$ cat config.mk
export PLATFORM = sky130hd
export DESIGN_NAME = dcwl_loader
export DESIGN_NICKNAME = d
export VERILOG_FILES = /design/src/verilog/dcwl_pkg.sv /design/src/verilog/dcwl_serial_rx.sv /design/src/verilog/dcwl_loader.sv
export SDC_FILE = /design/constraint.sdc
export NUM_CORES = 1
export LEC_CHECK = 0
export BUFFER_PORTS_ARGS = -buffer_cell sky130_fd_sc_hd__buf_2
export CAP_MARGIN = 20
export CORE_MARGIN = 2
export CORE_UTILIZATION = 50
export DETAILED_ROUTE_END_ITERATION = 7
export PLACE_DENSITY = 0.66
export SLEW_MARGIN = 20
export SYNTH_ARGS = -nofsm -noshare
export SYNTH_HDL_FRONTEND = slang
export SYNTH_SLANG_ARGS = --single-unit
$ cat constraint.sdc
create_clock -name clk -period 2.75 [get_ports clk]
set_input_delay 0.275 -clock clk [delete_from_list [all_inputs] [get_ports clk]]
set_output_delay 0.275 -clock clk [all_outputs]
set_load 0.1 [all_outputs]
$ cat src/verilog/dcwl_pkg.sv
package dcwl_pkg;

    // Serial word and register widths.
    localparam int WORD_W  = 16;
    localparam int HALF_W  = 14;
    localparam int FREQ_W  = 28;
    localparam int PHASE_W = 12;

    // Destination code in the top two bits of a word.
    localparam logic [1:0] DEST_CTRL  = 2'h0;
    localparam logic [1:0] DEST_FREQA = 2'h1;
    localparam logic [1:0] DEST_FREQB = 2'h2;
    localparam logic [1:0] DEST_PHASE = 2'h3;

    // Field positions in a received word.
    localparam int DEST_HI    = 15;
    localparam int DEST_LO    = 14;
    localparam int BIT_FULL   = 13;
    localparam int BIT_HALF   = 12;
    localparam int BIT_FBANK  = 11;
    localparam int BIT_PBANK  = 10;
    localparam int BIT_RSVD   = 9;
    localparam int BIT_CLEAR  = 8;
    localparam int BIT_MODE   = 1;
    localparam int BIT_PHSEL  = 13;

    // Values after system reset: synthesizer held cleared.
    localparam logic [WORD_W-1:0]  CTRL_RESET  = 16'h0100;
    localparam logic [FREQ_W-1:0]  FREQ_RESET  = 28'h0000000;
    localparam logic [PHASE_W-1:0] PHASE_RESET = 12'h000;

    // Master clock cycles from a register update to the synthesis outputs.
    localparam int OUT_LATENCY = 7;

    // Bits per serial word, and bit counter width.
    localparam int           RX_BITS  = 16;
    localparam logic [3:0]   RX_LAST  = 4'hF;
    localparam logic [3:0]   RX_FIRST = 4'h0;

    typedef struct packed {
        logic              valid;
        logic [WORD_W-1:0] data;
    } dcwl_rx_t;

    typedef struct packed {
        logic               clear;
        logic               sine_en;
        logic [FREQ_W-1:0]  freq_inc;
        logic [PHASE_W-1:0] phase_off;
    } dcwl_out_t;

    typedef enum logic [1:0] {
        STG_IDLE = 2'b01,
        STG_HELD = 2'b10
    } dcwl_stage_t;

endpackage : dcwl_pkg

$ cat src/verilog/dcwl_serial_rx.sv
`timescale 1ns/1ps
`default_nettype none

module dcwl_serial_rx
    import dcwl_pkg::*;
(
    // Clock and reset.
    input  wire logic    clk,
    input  wire logic    sys_rst,
    // Serial pins.
    input  wire logic    sclk_pin,
    input  wire logic    sdata_pin,
    input  wire logic    frame_sync_n,
    // Received word.
    output var dcwl_rx_t rx_word
);

    ////////////////////////////////////////////////////////////////////////////////
    logic [1:0] sclk_sync;
    logic [1:0] sdata_sync;
    logic [1:0] frame_sync_n_sync;
    logic       sclk_prev;
    logic [3:0] bit_cnt;
    logic [WORD_W-1:0] shift;
    logic       sclk_fall;

    // Pins cross into the master clock domain through two flops each.
    always_ff @(posedge clk) begin
        if (sys_rst) begin
            sclk_sync  <= 2'h3;
            sdata_sync <= 2'h0;
            frame_sync_n_sync <= 2'h3;
            sclk_prev  <= 1'b1;
        end else begin
            sclk_sync  <= {sclk_sync[0], sclk_pin};
            sdata_sync <= {sdata_sync[0], sdata_pin};
            frame_sync_n_sync <= {frame_sync_n_sync[0], frame_sync_n};
            sclk_prev  <= sclk_sync[1];
        end
    end

    assign sclk_fall = sclk_prev && !sclk_sync[1];

    ////////////////////////////////////////////////////////////////////////////////
    // Data shifts in on serial clock falling edges while the frame is low.
    always_ff @(posedge clk) begin
        if (sys_rst) begin
            bit_cnt <= RX_FIRST;
            shift   <= 16'h0000;
            rx_word <= '0;
        end else begin
            rx_word.valid <= 1'b0;
            if (frame_sync_n_sync[1]) begin
                bit_cnt <= RX_FIRST;
            end else if (sclk_fall) begin
                shift   <= {shift[WORD_W-2:0], sdata_sync[1]};
                bit_cnt <= bit_cnt + 4'h1;
                if (bit_cnt == RX_LAST) begin
                    rx_word.valid <= 1'b1;
                    rx_word.data  <= {shift[WORD_W-2:0], sdata_sync[1]};
                end
            end
        end
    end
endmodule : dcwl_serial_rx

`default_nettype wire

$ cat src/verilog/dcwl_loader.sv
// Operation
// - Output starts eight cycles after release.
// - Reset bit clears synthesis state to midscale.
// - Reset bit leaves word registers untouched.
// - Word change reaches output in seven-eight cycles.
// - Control bits sampled one stage late, except mode.
// - Top bits zero route word to control.
// - Full load: low half first, high second.
// - Full load commits only after both halves.
// - Split mode: halves update independently.
// - Half select picks half; ignored in full load.
// - Frequency bank bit selects increment register.
// - Phase bank bit selects offset register.
// - Sixteen-bit words shift on falling serial edges.
// - Reset bit one clears, zero runs.
// - Mode bit enables sine table, unsampled.
`timescale 1ns/1ps
`default_nettype none

module dcwl_loader
    import dcwl_pkg::*;
#(
    parameter int LATENCY = OUT_LATENCY
) (
    // Clock and reset.
    input  wire logic     clk,
    input  wire logic     sys_rst,
    // Serial link pins.
    input  wire logic     sclk_pin,
    input  wire logic     sdata_pin,
    input  wire logic     frame_sync_n,
    // Synthesis datapath controls.
    output var dcwl_out_t synth_out
);

    ////////////////////////////////////////////////////////////////////////////////
    dcwl_rx_t           rx_word;
    logic [WORD_W-1:0]  synth_control_word;
    logic [WORD_W-1:0]  ctrl_applied;
    logic [FREQ_W-1:0]  freq_word_a;
    logic [FREQ_W-1:0]  freq_word_b;
    logic [PHASE_W-1:0] phase_offset_a;
    logic [PHASE_W-1:0] phase_offset_b;
    logic [HALF_W-1:0]  staged_low;
    logic [1:0]         staged_dest;
    dcwl_stage_t        stage_state;
    dcwl_out_t          sel;
    dcwl_out_t          delay_line [LATENCY];

    logic [1:0]         dest;
    logic [HALF_W-1:0]  data14;
    logic               full_word_load;
    logic               half_word_select;
    logic               freq_write;
    logic               second_half;

    dcwl_serial_rx u_rx (
        .clk          (clk),
        .sys_rst      (sys_rst),
        .sclk_pin     (sclk_pin),
        .sdata_pin    (sdata_pin),
        .frame_sync_n (frame_sync_n),
        .rx_word      (rx_word)
    );

    assign dest             = rx_word.data[DEST_HI:DEST_LO];
    assign data14           = rx_word.data[HALF_W-1:0];
    assign full_word_load   = synth_control_word[BIT_FULL];
    assign half_word_select = synth_control_word[BIT_HALF];
    assign freq_write       = rx_word.valid && (dest == DEST_FREQA || dest == DEST_FREQB);
    assign second_half      = stage_state == STG_HELD && staged_dest == dest;

    ////////////////////////////////////////////////////////////////////////////////
    // Control register. The reset bit does not touch it, only words do.
    always_ff @(posedge clk) begin
        if (sys_rst) begin
            synth_control_word <= CTRL_RESET;
        end else if (rx_word.valid && dest == DEST_CTRL) begin
            synth_control_word <= {DEST_CTRL, rx_word.data[HALF_W-1:0]};
        end
    end

    // Second sampling stage stands in for the falling-edge sample; the mode
    // bit bypasses it, so it leads the other bits by one cycle.
    always_ff @(posedge clk) begin
        if (sys_rst) begin
            ctrl_applied <= CTRL_RESET;
        end else begin
            ctrl_applied <= synth_control_word;
        end
    end

    ////////////////////////////////////////////////////////////////////////////////
    // Staging of the low half in full load mode.
    always_ff @(posedge clk) begin
        if (sys_rst) begin
            stage_state <= STG_IDLE;
            staged_low  <= 14'h0000;
            staged_dest <= DEST_CTRL;
        end else if (freq_write && full_word_load) begin
            if (second_half) begin
                stage_state <= STG_IDLE;
            end else begin
                // A mismatched address restarts the pair rather than mixing words.
                stage_state <= STG_HELD;
                staged_low  <= data14;
                staged_dest <= dest;
            end
        end else if (freq_write) begin
            stage_state <= STG_IDLE;
        end
    end

    // Frequency registers; the generate gives each bank the same loader.
    for (genvar g = 0; g < 2; g++) begin : g_freq
        localparam logic [1:0] MY_DEST = g == 0 ? DEST_FREQA : DEST_FREQB;
        logic [FREQ_W-1:0] word;
        always_ff @(posedge clk) begin
            if (sys_rst) begin
                word <= FREQ_RESET;
            end else if (freq_write && dest == MY_DEST) begin
                if (full_word_load) begin
                    if (second_half) begin
                        word <= {data14, staged_low};
                    end
                end else if (half_word_select) begin
                    word[FREQ_W-1:HALF_W] <= data14;
                end else begin
                    word[HALF_W-1:0] <= data14;
                end
            end
        end
    end
    assign freq_word_a = g_freq[0].word;
    assign freq_word_b = g_freq[1].word;

    // Phase registers; bit 13 of a phase word picks the bank.
    always_ff @(posedge clk) begin
        if (sys_rst) begin
            phase_offset_a <= PHASE_RESET;
            phase_offset_b <= PHASE_RESET;
        end else if (rx_word.valid && dest == DEST_PHASE) begin
            if (rx_word.data[BIT_PHSEL]) begin
                phase_offset_b <= rx_word.data[PHASE_W-1:0];
            end else begin
                phase_offset_a <= rx_word.data[PHASE_W-1:0];
            end
        end
    end

    ////////////////////////////////////////////////////////////////////////////////
    always_comb begin
        sel.clear     = ctrl_applied[BIT_CLEAR];
        sel.sine_en   = synth_control_word[BIT_MODE];
        sel.freq_inc  = ctrl_applied[BIT_FBANK] ? freq_word_b : freq_word_a;
        sel.phase_off = ctrl_applied[BIT_PBANK] ? phase_offset_b : phase_offset_a;
    end

    // Fixed delay to the datapath; together with the sampling stage a
    // control change lands in seven or eight cycles.
    always_ff @(posedge clk) begin
        if (sys_rst) begin
            for (int i = 0; i < LATENCY; i++) begin
                delay_line[i] <= '{clear: 1'b1, sine_en: 1'b0, freq_inc: FREQ_RESET,
                                   phase_off: PHASE_RESET};
            end
        end else begin
            delay_line[0] <= sel;
            for (int i = 1; i < LATENCY; i++) begin
                delay_line[i] <= delay_line[i-1];
            end
        end
    end
    assign synth_out = delay_line[LATENCY-1];
endmodule : dcwl_loader

`default_nettype wire

==> qor.csv <==
metric,value,unit
result_of_the_run,completed,
predominant_post_synthesis_flop_cell,dfxtp_1,
synth_top_area_share,62.74,%
multi_input_comb_area,4921,um2
timing.final.max_slew_violations,0,
worst_setup_hold_path_clk_slew,60,ps
insertion_delay,530,ps
total_half_perimeter_wirelength_after_legalization_and_detailed_placement,11420,um
synth_top_cell_by_area,dfxtp_1,
post_synth_main_area_contributors,"dfxtp_1 (63%), nor2b_1 (12%), mux2i_1 (7.8%)",
max-cap-violations,0,
power_density,764.3,nW/um2
synth_cell_type_count,37,
area.sequential,8889,um2
antenna_found_initial,0,
design.die.area,29700,um2
grt_overflow,0,
ir_worst_vdd,0.0003744,V
fmax,0.4410,GHz
numPortBuffers,46,
critPathCaptureType,register,
final.setup.tns,0,ps
crit_path_max_incr_delay,540,ps
yosys-top-cells-count,"dfxtp_1 (444), nor2b_1 (280), mux2i_1 (111)",
yosys.cell_count.top_type,dfxtp_1,
grt_max_degree,123,
timing_hold_violations_final,0,
ctsRootBufferMaster,clkbuf_16,
path_cells,"inv_1, ha_1, and3_1, a31oi_4, mux2_2",
drtIter0Drc,395,
tritoncts_num_sinks,444,
fp.dieW,172.3,um
critPathLaunchType,register,
cellLeakagePower,0.006344,uW
htree_levels,2,
finalClockSkew,12.84,ps
first_global_vias,6984,
drt-total-wl,20140,um
cts.repair.resized,0,
setup_viol,0,
routed_wire_length_per_instance,11.79,um
setup_ws,482.2,ps
place_ws,489.1,ps
global_routing_usage_summed_across_all_routing_layers,14.00,%
signed_area_change_from_the_synthesized_netlist_to_the_final_layout,13.76,%
post-cts-setup-buffers,0,
yosysWarnings,0,
floorplan.rows,61,
final.period_utilization,82.47,%
finish.utilization,57.85,%
syn-num-nets,1280,
synth.yosys.seq_area_share,62.74,%
syn-instance-count,1270,
worst_path_max_delay_cell,a31oi_4,
post-place-cells,1630,
hold_class,input port to register,
timing.critical_path.arrival,2680,ps
ys_ff_latch,444,
post-route-min-period,2268,ps
vias_per_cell,4.454,
synth_enable_flop_cells,0,
final_net_count,1310,
critPathMaxFanout,14,
antenna-diode-count,0,
post_synth.cell_area_avg,11.16,um2
max_slew_margin,49.18,%
floorplan.core_area,27860,um2
critical_path_required,3160,ps
final_weighted_congestion_of_routability_driven_global_placement,0.7585,
route.detailed.drc,0,
timing.setup.critical_path_class,register to register,
first_pass_iters,4,
filler_cell_count,2370,
tritoncts,done,
postSynth.asyncResetShare,0,%
synth_area,14170,um2
grt_first_pass_wirelength,33980,um
cts_inserted_buffers,43,
detailroute.via_count,7608,
design_power_total,12320,uW
cts_max_path_buffers,3,
dieHeight,172.3,um
floorplan.io_pins,47,
final_cells,1708,
layout-drive-gt1-share,13.08,%
route.antenna.remaining_nets,0,
rsz_0062_raised_after_global_routing,no,
initial_utilization,50.86,%
max_slew.worst_pin.slew,759.8,ps
==> placed cells by master (no fill, tap or decap), types with 2 or more instances in the layout <==
cell           netlist  layout
dlygate4sd3_1        0       3
xor2_2               2       2
ha_1                 5       5
nand2_1             78      78
clkbuf_16            0      43
clkbuf_1            56       7
mux2_4              10      10
nand3_1              8       8
a21oi_1             50      50
nor2_1              86      86
dfxtp_1            444     444
buf_12               0       3
mux2i_1            111     111
buf_2               10      45
buf_4                1       9
nor2b_1            280     280
a31oi_4              3       3
and3_1               3       3
clkinv_2             0       8
or2_2               13      13
nor3_1               6       6
bufinv_16            0       3
xor2_1               2       2
clkbuf_8             0      11
inv_1                3       3
o21ai_0             16      16
mux2_2              16      16
nand2b_1            44      44
mux2_1               2       2
clkinv_8             0       2
==> routing by layer <==
| metal | up-vias | wire length, um | track usage (%) |
|---|---|---|---|
| met1 | 3371 | 10030 | 18.69 |
| met3 | 33 | 760 | 3.090 |
| li1 | 4099 | - | - |
| met2 | 105 | 8868 | 22.44 |
| met5 | - | 0 | 0 |
| met4 | 0 | 477 | 4.969 |
==> through the flow <==
step           instance area (um2)  hold slack, ps
2_1_floorplan                14170           378.8
3_3_place_gp                 14660           393.4
3_5_place_dp                 14660           395.9
4_1_cts                      16120           143.3
5_1_grt                      16120           165.1
6_report                     16120           152.1
==> where the power goes <==
part | switching, uW | total (uW) | internal (uW)
sequential | 2.44 | 6440 | 6440
clock | 2290 | 5750 | 3460
combinational | 102 | 133 | 31.3
total | 2390 | 12300 | 9930
==> final cells by class <==
cell class	instances	area share, %
multi-input combinational	747	30.53
timing repair buffer	61	2.469
sequential	444	55.15
clock buffer	61	7.779
clock inverter	14	1.064
tap	378	2.935
inverter	3	0.06987
==> final timing paths <==
check / startpoint / to / slack, ps / cells past startpoint
max: u_rx.rx_word[14]$_SDFFE_PP0P_ / freq_word_b[12]$_SDFFE_PP0P_ / 480 / 5
min: sys_rst / delay_line[0][18]$_SDFF_PP0_ / 150 / 2
max reg2reg: u_rx.rx_word[14]$_SDFFE_PP0P_ / freq_word_b[12]$_SDFFE_PP0P_ / 480 / 5
min reg2reg: u_rx.sclk_sync[0]$_SDFF_PP1_ / u_rx.sclk_sync[1]$_SDFF_PP1_ / 410 / 1
==> what timing repair did <==
action                                  4_1_cts  5_1_grt
hold endpoints to repair                      3        0
endpoints found under the setup margin        0        0
hold buffers                                  3        0
==> state kept, by name, summed over array words and instances, names as in the netlist, 4 cells and up <==
signal / cells
synth_control_word: 6
freq_word_a: 28
staged_low: 14
ctrl_applied: 4
u_rx.bit_cnt: 4
phase_offset_b: 12
freq_word_b: 28
u_rx.rx_word: 17
phase_offset_a: 12
u_rx.shift: 15
delay_line: 293
==> kinds of logic (layout without fill, tap and decap cells) <==
kind of cell	Yosys count	in the layout	share of synthesized area, %
buffers and inverters	79	139	2.526
adders and majority gates	5	5	0.4416
DFF	444	444	62.74
muxes	139	139	10.33
xor gates and xnor gates	5	5	0.4151
and+or+nand+nor	525	525	20.38
AOI/OAI and AO/OA	73	73	3.162
==> worst max-delay path: cells and delay by family, from the launching register on <==
kind                     cells  cell delay (ps)
AO/OA/AOI/OAI                1              540
adder cells (fa/ha/maj)      1              360
buffers and inverters        1              110
flip-flops                   1              470
multiplexers                 1              400
AND/OR/NAND/NOR              1              280
No activity file was read; power rests on OpenSTA's default activity.
